### config.mk
export PLATFORM = sky130hd
export DESIGN_NAME = dsc_top
export DESIGN_NICKNAME = d
export VERILOG_FILES = /design/src/rtl/dsc_pkg.sv /design/src/rtl/dsc_cal_engine.sv /design/src/rtl/dsc_top.sv
export VERILOG_INCLUDE_DIRS = /design/src /design/src/rtl
export SDC_FILE = /design/constraint.sdc
export NUM_CORES = 1
export LEC_CHECK = 0
export ABC_AREA = 1
export BUFFER_PORTS_ARGS = -buffer_cell sky130_fd_sc_hd__buf_4
export CAP_MARGIN = 10
export CORE_ASPECT_RATIO = 0.8
export CORE_UTILIZATION = 49
export DETAILED_ROUTE_END_ITERATION = 6
export GPL_ROUTABILITY_DRIVEN = 0
export PLACE_DENSITY = 0.72
export SLEW_MARGIN = 20
export SYNTH_ARGS = -nofsm -noshare
export SYNTH_HDL_FRONTEND = slang
export SYNTH_HIERARCHICAL = 1
export SYNTH_SLANG_ARGS = --single-unit
### constraint.sdc
create_clock -name clk -period 3.8 [get_ports clk]
set_input_delay 0.38 -clock clk [delete_from_list [all_inputs] [get_ports clk]]
set_output_delay 0.38 -clock clk [all_outputs]
set_load 0.005 [all_outputs]
### src/rtl/dsc_defs.svh
// Register offsets, field positions, reset values and timing counts
`ifndef DSC_DEFS_SVH
`define DSC_DEFS_SVH
`define DSC_ADDR_PWRDN 8'h01
`define DSC_ADDR_CAL_CLK_SEL 8'h0e
`define DSC_ADDR_CALSTAT 8'h0f
`define DSC_ADDR_COEF_ADDR 8'h10
`define DSC_ADDR_COEF_DATA 8'h11
`define DSC_ADDR_CALCMD 8'h12
`define DSC_BIT_EXT_REF_SEL 0
`define DSC_BIT_CLKEN 3
`define DSC_BIT_SELI 4
`define DSC_BIT_SELQ 5
`define DSC_BIT_DONEI 6
`define DSC_BIT_DONEQ 7
`define DSC_BIT_Q_UNCAL 0
`define DSC_BIT_I_UNCAL 1
`define DSC_BIT_MEMRD 2
`define DSC_BIT_MEMWR 3
`define DSC_BIT_START 4
`define DSC_RST_REG 8'h00
`define DSC_DIV_MIN_LOG2 5
`define DSC_CAL_CYCLES 16'd300
`define DSC_NUM_COEF 32
`endif

### src/rtl/dsc_pkg.sv
// Shared types for the calibration control block
package dsc_pkg;
  typedef logic [7:0] dsc_byte_t;
  typedef enum logic [2:0] {
    DSC_IDLE = 3'b001,
    DSC_RUN = 3'b010,
    DSC_DONE = 3'b100
  } dsc_state_e;
endpackage

### src/rtl/dsc_cal_engine.sv
// One channel's self-calibration engine
`timescale 1ns/10ps
`default_nettype none
`include "dsc_defs.svh"
module dsc_cal_engine #(
  parameter int CAL_CYCLES = `DSC_CAL_CYCLES
) (
  input wire logic clk, // Converter clock
  input wire logic srst, // Synchronous reset
  input wire logic cal_tick, // One pulse per calibration clock period
  input wire logic run, // Start bit and core select together
  output logic done // Calibration finished
);
  // ----------------------------------------------------------------
  // Engine sequence
  // ----------------------------------------------------------------
  dsc_pkg::dsc_state_e state_q;
  logic [15:0] cnt_q;

  // Counts calibration clock periods; leaving run always restarts
  // status clears on restart
  always_ff @(posedge clk) begin
    if (srst || !run) begin
      state_q <= dsc_pkg::DSC_IDLE;
      cnt_q <= 16'h0000;
    end else begin
      case (state_q)
        dsc_pkg::DSC_IDLE: begin
          state_q <= dsc_pkg::DSC_RUN;
          cnt_q <= 16'h0000;
        end
        dsc_pkg::DSC_RUN: begin
          if (cal_tick) begin
            if (cnt_q == 16'(CAL_CYCLES - 1)) begin
              state_q <= dsc_pkg::DSC_DONE;
            end
            cnt_q <= cnt_q + 16'h0001;
          end
        end
        dsc_pkg::DSC_DONE: state_q <= dsc_pkg::DSC_DONE;
        default: state_q <= dsc_pkg::DSC_IDLE;
      endcase
    end
  end

  assign done = (state_q == dsc_pkg::DSC_DONE);
endmodule
`default_nettype wire

### src/rtl/dsc_top.sv
// Converter reference select, self-calibration control and code mapping
`timescale 1ns/10ps
`default_nettype none
`include "dsc_defs.svh"
module dsc_top #(
  parameter int CODE_W = 14,
  parameter int NUM_COEF = `DSC_NUM_COEF,
  parameter int CAL_CYCLES = `DSC_CAL_CYCLES
) (
  input wire logic clk, // Converter clock, 20 MHz
  input wire logic srst, // Synchronous reset, active high
  input wire logic reg_wr, // Register write strobe
  input wire logic reg_rd, // Register read strobe
  input wire logic [7:0] reg_addr, // Register address
  input wire logic [7:0] reg_wdata, // Register write data
  output logic [7:0] reg_rdata, // Register read data
  input wire logic [CODE_W-1:0] i_code, // I channel input code
  input wire logic [CODE_W-1:0] q_code, // Q channel input code
  output logic external_reference_select, // Internal reference off
  output logic cal_clock_out, // Divided calibration clock level
  output logic [CODE_W-1:0] i_positive_output, // I positive drive
  output logic [CODE_W-1:0] i_negative_output, // I negative drive
  output logic [CODE_W-1:0] q_positive_output, // Q positive drive
  output logic [CODE_W-1:0] q_negative_output // Q negative drive
);
  // ----------------------------------------------------------------
  // Control registers
  // ----------------------------------------------------------------
  logic pwrdn_q;
  logic [7:0] clksel_q;
  logic [7:0] cmd_q;
  logic [4:0] coef_addr_q;
  logic [5:0] coef_i_q [NUM_COEF];
  logic [5:0] coef_q_q [NUM_COEF];
  logic i_done, q_done;
  logic [2:0] cal_divider_select;
  logic cal_clock_enable, i_cal_core_select, q_cal_core_select;
  logic cal_start, coef_mem_read_enable, coef_mem_write_enable;
  logic i_uncalibrate, q_uncalibrate;

  assign cal_divider_select = clksel_q[2:0];
  assign cal_clock_enable = clksel_q[`DSC_BIT_CLKEN];
  assign i_cal_core_select = clksel_q[`DSC_BIT_SELI];
  assign q_cal_core_select = clksel_q[`DSC_BIT_SELQ];
  assign cal_start = cmd_q[`DSC_BIT_START];
  assign coef_mem_read_enable = cmd_q[`DSC_BIT_MEMRD];
  assign coef_mem_write_enable = cmd_q[`DSC_BIT_MEMWR];
  assign i_uncalibrate = cmd_q[`DSC_BIT_I_UNCAL];
  assign q_uncalibrate = cmd_q[`DSC_BIT_Q_UNCAL];

  function automatic logic hit(input logic [7:0] a, input logic [7:0] o);
    return a == o;
  endfunction

  always_ff @(posedge clk) begin
    if (srst) begin
      pwrdn_q <= 1'b0;
    end else if (reg_wr && hit(reg_addr, `DSC_ADDR_PWRDN)) begin
      pwrdn_q <= reg_wdata[`DSC_BIT_EXT_REF_SEL];
    end
  end
  assign external_reference_select = pwrdn_q;

  // Clock select: divider, clock gate, core selects
  // core select bits
  always_ff @(posedge clk) begin
    if (srst) begin
      clksel_q <= `DSC_RST_REG;
    end else if (reg_wr && hit(reg_addr, `DSC_ADDR_CAL_CLK_SEL)) begin
      clksel_q <= {2'b00, reg_wdata[5:0]};
    end
  end

  // Command register; a write of 0x00 clears everything including
  // the uncalibrate bits
  // uncalibrate cleared by write
  always_ff @(posedge clk) begin
    if (srst) begin
      cmd_q <= `DSC_RST_REG;
    end else if (reg_wr && hit(reg_addr, `DSC_ADDR_CALCMD)) begin
      cmd_q <= {3'b000, reg_wdata[4:0]};
    end
  end

  // Coefficient address, five bits cover the 32 entries
  always_ff @(posedge clk) begin
    if (srst) begin
      coef_addr_q <= 5'h00;
    end else if (reg_wr && hit(reg_addr, `DSC_ADDR_COEF_ADDR)) begin
      coef_addr_q <= reg_wdata[4:0];
    end
  end

  // ----------------------------------------------------------------
  // Calibration clock divider
  // ----------------------------------------------------------------
  // Divide by 2^(5+sel): 32 up to 2048 counts; sel 7 saturates at 2048
  // so the period never leaves the documented span.
  logic [10:0] div_cnt_q;
  logic [10:0] div_last;
  logic cal_tick;
  logic cal_clk_q;

  function automatic logic [10:0] div_len(input logic [2:0] sel);
    logic [3:0] sh;
    sh = (sel > 3'd6) ? 4'd11 : 4'(sel) + 4'd`DSC_DIV_MIN_LOG2;
    return 11'((12'h001 << sh) - 12'h001);
  endfunction

  assign div_last = div_len(cal_divider_select);
  assign cal_tick = cal_clock_enable && (div_cnt_q == div_last);

  always_ff @(posedge clk) begin
    if (srst || !cal_clock_enable) begin
      div_cnt_q <= 11'h000;
      cal_clk_q <= 1'b0;
    end else begin
      div_cnt_q <= (div_cnt_q >= div_last) ? 11'h000 : div_cnt_q + 11'h001;
      cal_clk_q <= (div_cnt_q < {1'b0, div_last[10:1]}) ? 1'b1 : 1'b0;
    end
  end
  assign cal_clock_out = cal_clk_q;

  // ----------------------------------------------------------------
  // Per-channel engines
  // ----------------------------------------------------------------
  // independent engines
  dsc_cal_engine #(.CAL_CYCLES(CAL_CYCLES)) u_eng_i (
    .clk(clk),
    .srst(srst),
    .cal_tick(cal_tick),
    .run(cal_start && i_cal_core_select),
    .done(i_done)
  );
  dsc_cal_engine #(.CAL_CYCLES(CAL_CYCLES)) u_eng_q (
    .clk(clk),
    .srst(srst),
    .cal_tick(cal_tick),
    .run(cal_start && q_cal_core_select),
    .done(q_done)
  );

  // ----------------------------------------------------------------
  // Coefficient memories
  // ----------------------------------------------------------------
  // Writes land in every selected core, so both may be loaded at once.
  // Engines themselves do not rewrite coefficients here; the analog
  // trim result is outside this logic.
  // coefficient storage
  always_ff @(posedge clk) begin
    if (reg_wr && coef_mem_write_enable &&
        hit(reg_addr, `DSC_ADDR_COEF_DATA)) begin
      if (i_cal_core_select) begin
        coef_i_q[coef_addr_q] <= reg_wdata[5:0];
      end
      if (q_cal_core_select) begin
        coef_q_q[coef_addr_q] <= reg_wdata[5:0];
      end
    end
  end

  // ----------------------------------------------------------------
  // Register readback
  // ----------------------------------------------------------------
  // Reads return a registered value one cycle after the strobe
  // status bits
  always_ff @(posedge clk) begin
    if (srst) begin
      reg_rdata <= 8'h00;
    end else if (reg_rd) begin
      case (reg_addr)
        `DSC_ADDR_PWRDN: reg_rdata <= {7'h00, pwrdn_q};
        `DSC_ADDR_CAL_CLK_SEL: reg_rdata <= clksel_q;
        `DSC_ADDR_CALSTAT: reg_rdata <= {q_done, i_done, 6'h00};
        `DSC_ADDR_COEF_ADDR: reg_rdata <= {3'b000, coef_addr_q};
        `DSC_ADDR_COEF_DATA: begin
          if (!coef_mem_read_enable) begin
            reg_rdata <= 8'h00;
          end else if (i_cal_core_select) begin
            reg_rdata <= {2'b00, coef_i_q[coef_addr_q]};
          end else if (q_cal_core_select) begin
            reg_rdata <= {2'b00, coef_q_q[coef_addr_q]};
          end else begin
            reg_rdata <= 8'h00;
          end
        end
        `DSC_ADDR_CALCMD: begin
          reg_rdata <= {cmd_q[7:2], i_uncalibrate, q_uncalibrate};
        end
        default: reg_rdata <= 8'h00;
      endcase
    end
  end

  // ----------------------------------------------------------------
  // Code mapping
  // ----------------------------------------------------------------
  // complementary outputs
  always_ff @(posedge clk) begin
    if (srst) begin
      i_positive_output <= '0;
      i_negative_output <= '0;
      q_positive_output <= '0;
      q_negative_output <= '0;
    end else begin
      i_positive_output <= i_code;
      i_negative_output <= ~i_code;
      q_positive_output <= q_code;
      q_negative_output <= ~q_code;
    end
  end
endmodule
`default_nettype wire

==> reports/results.ini, run 1 <==
[routing]
drtIter0Drc = 1750
drt-vias-per-instance = 5.48
drc_errors = 0
via_count = 16100
wire_per_inst_um = 18.1
wirelength_mm = 53.2
first_pass_iters = 5
ant_nets = 0

[synthesis]
async_reset_ff_share_pct = 0
synthDominantCellAreaShare_pct = 52.6
yosysSeqAreaShare_pct = 65.0
synth_area_per_cell_um2 = 9.94
synth_flop_cell = edfxtp_1
synth.distinct_cells = 38
synth_cells = 2207
ys_seq_elements = 520
synth.area.top_cells = edfxtp_1 53%, dfxtp_1 12%, nand2_1 9.0%
netlist_area_mm2 = 0.0219
syn-num-nets = 2275
synth-edff-count = 384
yosys_warnings = 6
yosys.area.top_type = edfxtp_1

[sta]
finalSetupViolCount = 0
timing.setup.tns_ps = 0
worst_slew_pin_slew_ps = 1140
slew_viol_final = 0
rsz0062_at_grt = no
fmax_mhz = 282
period_minus_slack_ps = 3540
fin_skew_ps = 14.2
hold_violations = 0
slew_headroom_pct = 23.7
timing.final.crit_share_pct = 93.2

[die]
fp.coreArea_mm2 = 0.0436
initial_core_util_pct = 50.3
die_area_mm2 = 0.0456
rows = 68
ioPinCount = 114
die_h_um = 191
die_w_um = 239

[layout]
fin_cells = 2943
nNetsFinal = 2376
final_layout_size_suffix_gt1_share_pct = 12.2
areaGrowthSynthToFinish_pct = 14.5
antenna_cells = 0

[power]
cellPowerDensity_mw_per_mm2 = 447
seq_power_share_pct = 54.5
clockPowerShare_pct = 43.2
p_leak_nw = 9.10
p_comb_share_pct = 2.3
p_int_mw = 8.98
switching_share_pct = 20.1
p_sw_mw = 2.26
ir_drop_uv = 336

[critical_path]
critPathMostFrequentCell = nand2_2
worst_ep_arrival_time_ps = 4010
critPathCaptureType = register
critPathMaxStageDelay_ps = 360
path_max_fanout = 30
crit_type = register to register
slowest_stage = dfxtp_2
crit_chain = inv_2 -> ha_1 -> nor2_1 -> nand2_2 -> nor2_4 -> inv_1 -> ha_1 -> nand2_2 -> nor2_4 -> nand3_2 -> nor2_1 -> xnor2_1 -> ha_1 -> nand2_1 -> inv_1 -> nand2_2 -> nor2_2 -> and3b_2 -> nand3_1 -> nand2_2 -> buf_12 -> inv_2 -> a21oi_1 -> nor2_1
cp-start-kind = register
crit_required_ps = 4270

[clock_network]
path_clk_slew_ps = 60
clk_latency_ps = 580
clock-sinks = 520
htreeDepth = 2
cts_tree = built
numCtsBuffers = 49
cts.path.max_buffers = 3
clockRootBuffer = clkbuf_16

[grt]
grt_pass1_wl_mm = 84.4
grt_pass1_vias = 15600
grt_max_degree = 197
antenna_found_initial = 0
grt_usage_pct = 23.7
overflow = 0

[status]
status = completed

[min_path]
holdCritPathClass = input port to register

[placed_design]
dp_hpwl_mm = 32.1
dp.cells = 2823
io_buffer_count = 111

[job]
maxCapViolCount = 0

[cells in the mapped netlist, types with 2 or more instances]
library cell and number:
nor2_4 6, buf_2 31, buf_1 12, nand3_1 288
xor2_1 7, nor2_1 298, buf_6 7, clkinv_1 4
nand2_2 17, inv_1 116, nand2_1 525, nor2_2 35
nand3b_1 3, buf_4 4, nor4_1 2, nor3_1 21
a21oi_1 61, nand3_2 4, nand4_1 6, o22ai_1 39
clkbuf_1 54, and2_1 2, edfxtp_1 384, xnor2_1 8
a211oi_1 12, inv_2 10, o21ai_0 83, o21ai_1 4
dfxtp_1 136, ha_1 20
[power groups by stage]
| stage | clock network [mW] | registers, mW | logic [mW] |
|---|---|---|---|
| final | 4.85 | 6.12 | 0.261 |
| after CTS | 4.91 | 6.12 | 0.258 |
| after floorplan | 0 | 6.25 | 0.0515 |
| after detailed placement | 0 | 6.25 | 0.235 |
| after global routing | 5.12 | 6.12 | 0.284 |
| after global placement | 0 | 6.25 | 0.228 |
[through the flow]
stage / total power [mW] / cell area, µm² / utilization [%] / hold slack (ps) / worst slack (ps)
6_report: 11.2 / 25100 / 57.6 / 117 / 259
5_1_grt: 11.5 / 25100 / 57.6 / 118 / 13.4
4_1_cts: 11.3 / 25100 / 57.5 / 96.4 / 40.0
3_5_place_dp: 6.48 / 23200 / 53.3 / 463 / 60.0
3_3_place_gp: 6.47 / 23200 / 53.3 / 454 / 265
2_1_floorplan: 6.30 / 21900 / - / 439 / 645
[timing repair]
action,CTS,global route
buffers inserted,0,1
endpoints found under the hold margin,33,0
setup endpoints to repair,0,36
gates resized for setup,0,4
hold buffers,28,0
[cell type report]
class,count,area (µm²)
clock inverters,23,191
clock buffers,68,1390
multi-input cells,1448,6690
fillers,3598,18500
flip-flops and latches,520,14300
repair buffers,158,1360
well taps,595,744
inverters,131,494
[critical path: cells and delay by family (launching register included)]
family / cells / cell delay, ps
xor gates and xnor gates: 1 / 150
AOI/OAI and AO/OA: 1 / 130
and+or+nand+nor: 14 / 1560
buffers and inverters: 5 / 430
DFF: 1 / 360
adders and majority gates: 3 / 800
[state kept, by name, summed over array words and instances, names as in the netlist, 5 cells and up, named ones only]
register and count:
coef_i_q 192, cmd_q 5, reg_rdata 8, u_eng_q/cnt_q 16, u_eng_i/cnt_q 16, i_positive_output 14
clksel_q 6, i_negative_output 14, q_negative_output 14, q_positive_output 14, coef_addr_q 5, coef_q_q 192
div_cnt_q 11
[worst paths after layout]
check	cells past startpoint	end	from	slack [ps]
setup reg to reg	24	u_eng_i/cnt_q[0]	clksel_q[0]	260
setup / recovery	24	u_eng_i/cnt_q[0]	clksel_q[0]	260
hold / removal	3	reg_rdata[1]	reg_rd	120
hold reg to reg	2	reg_rdata[5]	reg_rdata[5]	470
[placed cells by master (no fill, tap or decap), types with 12 or more instances in the layout]
cell and count:
ha_1 20, nand2_1 525, nor2_1 298, buf_4 122, a211oi_1 12, inv_1 116
o21ai_0 83, clkbuf_16 51, dfxtp_1 131, nor2_2 34, dlygate4sd3_1 28, o22ai_1 39
edfxtp_1 384, a21oi_1 61, nand3_1 288, nor3_1 21, nand2_2 17
[cell families after synthesis]
| group | after synthesis | share of synthesized area (%) |
|---|---|---|
| buf+inv | 239 | 4.58 |
| fa+ha+maj | 20 | 1.14 |
| simple gates | 1209 | 23.6 |
| compound gates | 204 | 5.13 |
| xor+xnor | 15 | 0.599 |
| flops | 520 | 65.0 |
[routing by layer]
metal,vias up,wire [µm],track usage (%)
met5,-,0,0
met4,0,1530,8.06
met3,119,4750,4.88
met2,711,23400,36.1
met1,7635,23600,33.8
li1,7671,-,-
Note: power is estimated with default switching activity, not from simulation.
==> run 2, diff against run 1 <==
--- a/config.mk
+++ b/config.mk
@@ -7,9 +7,9 @@
 export NUM_CORES = 1
 export LEC_CHECK = 0
-export ABC_AREA = 1
 export BUFFER_PORTS_ARGS = -buffer_cell sky130_fd_sc_hd__buf_4
 export CAP_MARGIN = 10
 export CORE_ASPECT_RATIO = 0.8
 export CORE_UTILIZATION = 49
+export CTS_BUF_LIST = sky130_fd_sc_hd__clkbuf_16
 export DETAILED_ROUTE_END_ITERATION = 6
 export GPL_ROUTABILITY_DRIVEN = 0
==> constraint.sdc (replaced) <==
create_clock -name clk -period 3.8 [get_ports clk]
set_input_delay 0.38 -clock clk [delete_from_list [all_inputs] [get_ports clk]]
set_output_delay 0.38 -clock clk [all_outputs]
set_load 0.1 [all_outputs]
==> reports/results.ini, run 2 <==
[status]
status = finished with violations  ; was completed
violations = setup timing

[critical_path]
critPathCaptureType = register  ; unchanged
r2r_slack_ps = -30  ; was 260 ps
worst_ep_arrival_time_ps = 4330  ; was 4010 ps
path_max_fanout = 5  ; was 30
cp-start-kind = register  ; unchanged
crit_type = register to register  ; unchanged
crit_required_ps = 4300  ; was 4270 ps

[sta]
finalSetupViolCount = 1  ; was 0
fin_skew_ps = 14.8  ; was 14.2 ps
period_minus_slack_ps = 3830  ; was 3540 ps
hold_violations = 0  ; unchanged
rsz0062_at_grt = yes  ; was no
slew_viol_final = 0  ; unchanged
setup_ws_ps = -27.2  ; was 259 ps
slew_headroom_pct = 29.4  ; was 23.7%
timing.final.crit_share_pct = 101  ; was 93.2%
worst_slew_pin_slew_ps = 1060  ; was 1140 ps
fmax_mhz = 261  ; was 282 MHz

[clock_network]
path_clk_slew_ps = 60  ; about the same
cts.path.max_buffers = 3  ; unchanged
clockRootBuffer = clkbuf_16  ; unchanged
numCtsBuffers = 48  ; was 49
clock-sinks = 520  ; unchanged
clk_latency_ps = 580  ; about the same
cts_tree = built  ; unchanged
htreeDepth = 2  ; unchanged

[layout]
areaGrowthSynthToFinish_pct = 17.2  ; was 14.5%
final_cell_mix = 384 x edfxtp_1, 169 x buf_4, 136 x nor2_1  ; was 525 x nand2_1, 384 x edfxtp_1, 298 x nor2_1
n_fill_cell = 3138  ; was 3598
antenna_cells = 0  ; unchanged
final_layout_size_suffix_gt1_share_pct = 26.7  ; was 12.2%
nNetsFinal = 1591  ; was 2376
largestRegisters = coef_i_q (192), coef_q_q (192)  ; unchanged
multi_input_comb_area_mm2 = 0.00675  ; was 0.00669 mm²
fin_util_pct = 58.9  ; was 57.6%
final_common_cell = edfxtp_1  ; was nand2_1
ff_latch_area_mm2 = 0.0143  ; about the same

[power]
cellPowerDensity_mw_per_mm2 = 453  ; was 447 mW/mm²
power_mw = 11.3  ; was 11.2 mW
ir_drop_uv = 405  ; was 336 µV
p_leak_nw = 8.25  ; was 9.10 nW

[routing]
ant_nets = 0  ; unchanged
drc_errors = 0  ; unchanged
first_pass_iters = 5  ; unchanged
drt-vias-per-instance = 5.90  ; was 5.48
wirelength_mm = 47.2  ; was 53.2 mm
drtIter0Drc = 1121  ; was 1750
wire_per_inst_um = 22.4  ; was 18.1 µm
via_count = 12400  ; was 16100

[synthesis]
synth-edff-count = 384  ; unchanged
synth_area_per_cell_um2 = 15.9  ; was 9.94 µm²
yosys.area.top_type = edfxtp_1  ; unchanged
syn-num-nets = 1407  ; was 2275
synth_flop_cell = edfxtp_1  ; unchanged
synth.most_common_cell = edfxtp_1  ; was nand2_1
synth.distinct_cells = 77  ; was 38
synth.area.top_cells = edfxtp_1 54%, dfxtp_1 13%, mux4_2 12%  ; was edfxtp_1 53%, dfxtp_1 12%, nand2_1 9.0%
synth_commonest_cells = 384 x edfxtp_1, 137 x nor2_1, 136 x dfxtp_1  ; was 525 x nand2_1, 384 x edfxtp_1, 298 x nor2_1
synth_cells = 1339  ; was 2207
ys_seq_elements = 520  ; unchanged
synthDominantCellAreaShare_pct = 54.2  ; was 52.6%
yosysSeqAreaShare_pct = 67.1  ; was 65.0%
yosys_warnings = 6  ; unchanged
netlist_area_mm2 = 0.0213  ; was 0.0219 mm²
async_reset_ff_share_pct = 0  ; unchanged

[die]
die_area_mm2 = 0.0442  ; was 0.0456 mm²
initial_core_util_pct = 50.2  ; was 50.3%
ioPinCount = 114  ; unchanged
die_h_um = 188  ; was 191 µm
rows = 67  ; was 68
die_w_um = 235  ; was 239 µm
fp.coreArea_mm2 = 0.0423  ; was 0.0436 mm²

[grt]
grt_max_degree = 88  ; was 197
grt_usage_pct = 21.3  ; was 23.7%
grt_pass1_vias = 12200  ; was 15600
antenna_found_initial = 0  ; unchanged
grt_pass1_wl_mm = 72.3  ; was 84.4 mm
overflow = 0  ; unchanged

[placed_design]
io_buffer_count = 111  ; unchanged
dp_hpwl_mm = 29.9  ; was 32.1 mm

[min_path]
holdCritPathClass = input port to register  ; unchanged

[job]
maxCapViolCount = 0  ; unchanged

==> run 2: layer usage <==
| layer | wire, µm | up-vias | GRT usage [%] |
|---|---|---|---|
| met1 | 21000 | 6239 | 31.7 |
| met3 | 3640 | 68 | 4.13 |
| met5 | 0 | - | 0 |
| met2 | 21800 | 521 | 32.5 |
| li1 | - | 5617 | - |
| met4 | 827 | 0 | 5.31 |
==> run 2: power breakdown <==
part           switching, mW  total [mW]  internal, mW
combinational          0.368       0.475         0.107
clock                   2.08        4.70          2.62
sequential            0.0102        6.12          6.11
==> run 2: metrics by stage <==
stage | area (µm²) | hold slack [ps] | instances | setup slack (ps) | setup TNS [ps]
3_5_place_dp | 23000 | 460 | 1990 | -22.4 | -22.4
2_1_floorplan | 21400 | 447 | 1339 | -104 | -362
6_report | 24900 | 161 | 2111 | -27.2 | -27.2
5_1_grt | 24900 | 149 | 2111 | -197 | -1970
4_1_cts | 24800 | 142 | 2104 | 2.05 | 0
3_3_place_gp | 23000 | 449 | 1990 | 45.3 | 0
==> run 2: cell families (layout without fill, tap and decap cells) <==
kind of cell    after synthesis  after routing  synth area share [%]
compound gates              157            157                  5.19
xor+xnor                     32             32                  1.38
fa+ha+maj                    20             20                  1.18
buf+inv                      79            299                  1.96
flops                       520            520                  67.1
mux                         142            142                  13.4
simple gates                389            389                  9.80
==> run 2: layout make-up <==
class                           count  share of cell area, %
Timing Repair Buffer              202                   6.55
Multi-Input combinational cell    740                   27.1
Inverter                           11                  0.186
Sequential cell                   520                   57.3
Tap cell                          552                   2.77
Clock buffer                       49                   4.92
Clock inverter                     37                   1.19
==> run 2: worst max-delay path, stage by stage, from the launching register on <==
cell and delay [ps]:
dfxtp_4 380, inv_4 60, ha_4 290, nor2b_4 40, nand2_2 70, ha_4 140, a21bo_4 250, a21oi_4 180
nand2_1 90, o21ai_2 80, a22oi_2 80, ha_1 300, nand2_1 50, or3_4 340, nor3_4 330, buf_6 160
nand3b_4 100, a211o_1 360, or3_1 330, a21oi_2 120
==> run 2: final timing paths <==
path,startpoint,endpoint,depth (start not counted)
setup / recovery,clksel_q[1],u_eng_q/cnt_q[14],19
hold / removal,reg_wr,clksel_q[5],3
setup reg to reg,clksel_q[1],u_eng_q/cnt_q[14],19
hold reg to reg,reg_rdata[7],reg_rdata[7],2
==> run 2: repair_timing <==
action                                  CTS  global route
hold buffers                             28             0
hold endpoints to repair                 28             0
endpoints found under the setup margin    1            21
resized for setup                         2            16
pin swaps                                 0             7
setup buffers                             0             7
==> run 3, diff against run 2 <==
- CELL_PAD_IN_SITES_DETAIL_PLACEMENT: unset -> 0
- CELL_PAD_IN_SITES_GLOBAL_PLACEMENT: unset -> 2
- CORE_UTILIZATION: 49 -> 32
- PLACE_DENSITY: 0.72 -> 0.65
- RECOVER_POWER: unset -> 25
==> reports/results.ini, run 3 (same netlist as run 2, synthesis figures left out) <==
[die]
fp.coreArea_mm2 = 0.0657  ; was 0.0423 mm²
die_w_um = 290  ; was 235 µm
initial_core_util_pct = 32.4  ; was 50.2%
die_area_mm2 = 0.0675  ; was 0.0442 mm²
rows = 84  ; was 67
die_h_um = 233  ; was 188 µm
ioPinCount = 114  ; unchanged

[power]
cellPowerDensity_mw_per_mm2 = 447  ; was 453 mW/mm²
ir_drop_uv = 345  ; was 405 µV
p_leak_nw = 8.59  ; was 8.25 nW

[clock_network]
clk_latency_ps = 600  ; was 580 ps
clockRootBuffer = clkbuf_16  ; unchanged
numCtsBuffers = 52  ; was 48
htreeDepth = 2  ; unchanged
clock-sinks = 520  ; unchanged
path_clk_slew_ps = 60  ; about the same
cts.path.max_buffers = 3  ; unchanged
cts_tree = built  ; unchanged

[sta]
fmax_mhz = 263  ; was 261 MHz
fin_skew_ps = 15.2  ; was 14.8 ps
timing.final.crit_share_pct = 100  ; was 101%
setup_ws_ps = -6.56  ; was -27.2 ps
slew_headroom_pct = -125  ; was 29.4%
hold_violations = 0  ; unchanged
worst_slew_pin_slew_ps = 3380  ; was 1060 ps
slew_viol_final = 407  ; was 0
period_minus_slack_ps = 3810  ; was 3830 ps
rsz0062_at_grt = yes  ; unchanged
finalSetupViolCount = 1  ; unchanged

[critical_path]
cp-start-kind = register  ; unchanged
worst_ep_arrival_time_ps = 4330  ; about the same
crit_required_ps = 4330  ; was 4300 ps
critPathCaptureType = register  ; unchanged
path_max_fanout = 8  ; was 5
crit_type = register to register  ; unchanged

[layout]
n_fill_cell = 6060  ; was 3138
final_cell_mix = 384 x edfxtp_1, 217 x buf_4, 135 x nor2_1  ; was 384 x edfxtp_1, 169 x buf_4, 136 x nor2_1
final_common_cell = edfxtp_1  ; unchanged
ff_latch_area_mm2 = 0.0143  ; unchanged
final_layout_size_suffix_gt1_share_pct = 29.4  ; was 26.7%
antenna_cells = 0  ; unchanged
nNetsFinal = 1651  ; was 1591
multi_input_comb_area_mm2 = 0.00677  ; was 0.00675 mm²
areaGrowthSynthToFinish_pct = 21.6  ; was 17.2%
largestRegisters = coef_i_q (192), coef_q_q (192)  ; unchanged
fin_util_pct = 39.4  ; was 58.9%

[placed_design]
dp_hpwl_mm = 34.2  ; was 29.9 mm
io_buffer_count = 111  ; unchanged
dpl_worst_slack_ps = -71.2  ; was -22.4 ps

[grt]
grt_max_degree = 88  ; unchanged
overflow = 0  ; unchanged
grt_usage_pct = 15.5  ; was 21.3%
grt_pass1_wl_mm = 79.1  ; was 72.3 mm
grt_pass1_vias = 12200  ; about the same
antenna_found_initial = 1  ; was 0

[job]
maxCapViolCount = 6  ; was 0

[routing]
ant_nets = 0  ; unchanged
wirelength_mm = 52.5  ; was 47.2 mm
first_pass_iters = 5  ; unchanged
via_count = 12400  ; about the same
wire_per_inst_um = 21.1  ; was 22.4 µm
drt-vias-per-instance = 4.98  ; was 5.90
drc_errors = 0  ; unchanged
drtIter0Drc = 887  ; was 1121

[min_path]
holdCritPathClass = input port to register  ; unchanged

[status]
violations = capacitance limit, slew limit, setup timing  ; was setup timing
status = finished with violations  ; unchanged

[run 3: cell type report]
| cell class | instances | share of cell area, % |
|---|---|---|
| Sequential cell | 520 | 55.2 |
| Multi-Input combinational cell | 740 | 26.2 |
| Timing Repair Buffer | 258 | 7.98 |
| Clock buffer | 52 | 5.03 |
| Tap cell | 860 | 4.16 |
| Clock inverter | 44 | 1.25 |
| Inverter | 11 | 0.179 |
[run 3: per-stage QoR]
step                      TNS, ps  total power [mW]  hold WS (ps)  cell area, µm²  std cells
after floorplan              -362              6.52           447           21400       1339
after global placement      -81.3              6.70           458           23700       2346
after detailed placement     -140              6.71           461           23700       2346
after CTS                       0              11.7          99.1           25700       2478
after global routing        -1070              11.9           136           25900       2485
final                       -6.56              11.6           138           25900       2485
[run 3: worst paths after layout]
kind / startpoint / to / slack (ps) / cells past startpoint
max: clksel_q[0] / u_eng_q/cnt_q[13] / -7 / 19
min: reg_rd / reg_rdata[7] / 140 / 3
max reg2reg: clksel_q[0] / u_eng_q/cnt_q[13] / -7 / 19
min reg2reg: reg_rdata[7] / reg_rdata[7] / 470 / 2
[run 3: what timing repair did]
action,CTS,global route
hold buffers,28,0
buffers inserted,8,8
pin swaps,4,15
gates resized for setup,2,22
setup endpoints to repair,12,29
endpoints found under the hold margin,54,0
[run 3: per-layer routing]
metal  track usage, %  routed length (µm)  up-vias
met5                0                   0        -
met4             3.36                 799        0
met3             3.19                2790       65
met2             23.4               23600      260
met1             22.9               25400     6307
li1                 -                   -     5752
[run 3: power breakdown]
part | internal, mW | switching [mW] | total (mW) | leakage [nW]
Clock | 2.71 | 2.23 | 4.94 | 0.827
Sequential | 6.12 | 0.00989 | 6.13 | 4.56
Combinational | 0.105 | 0.375 | 0.479 | 3.20
Total | 8.94 | 2.61 | 11.6 | 8.59
[run 3: critical path, cell delays in order (launching register included)]
cell	delay (ps)
dfxtp_4	380
inv_4	50
ha_4	310
nor2b_4	50
nand2_2	70
ha_4	140
a21bo_4	250
a21oi_4	150
nand2_1	80
o21ai_1	90
a22oi_2	90
ha_1	310
nand2_1	60
or3_4	350
nor3_4	260
buf_12	160
and3b_2	240
o2111ai_4	180
or3_4	410
a21oi_2	120
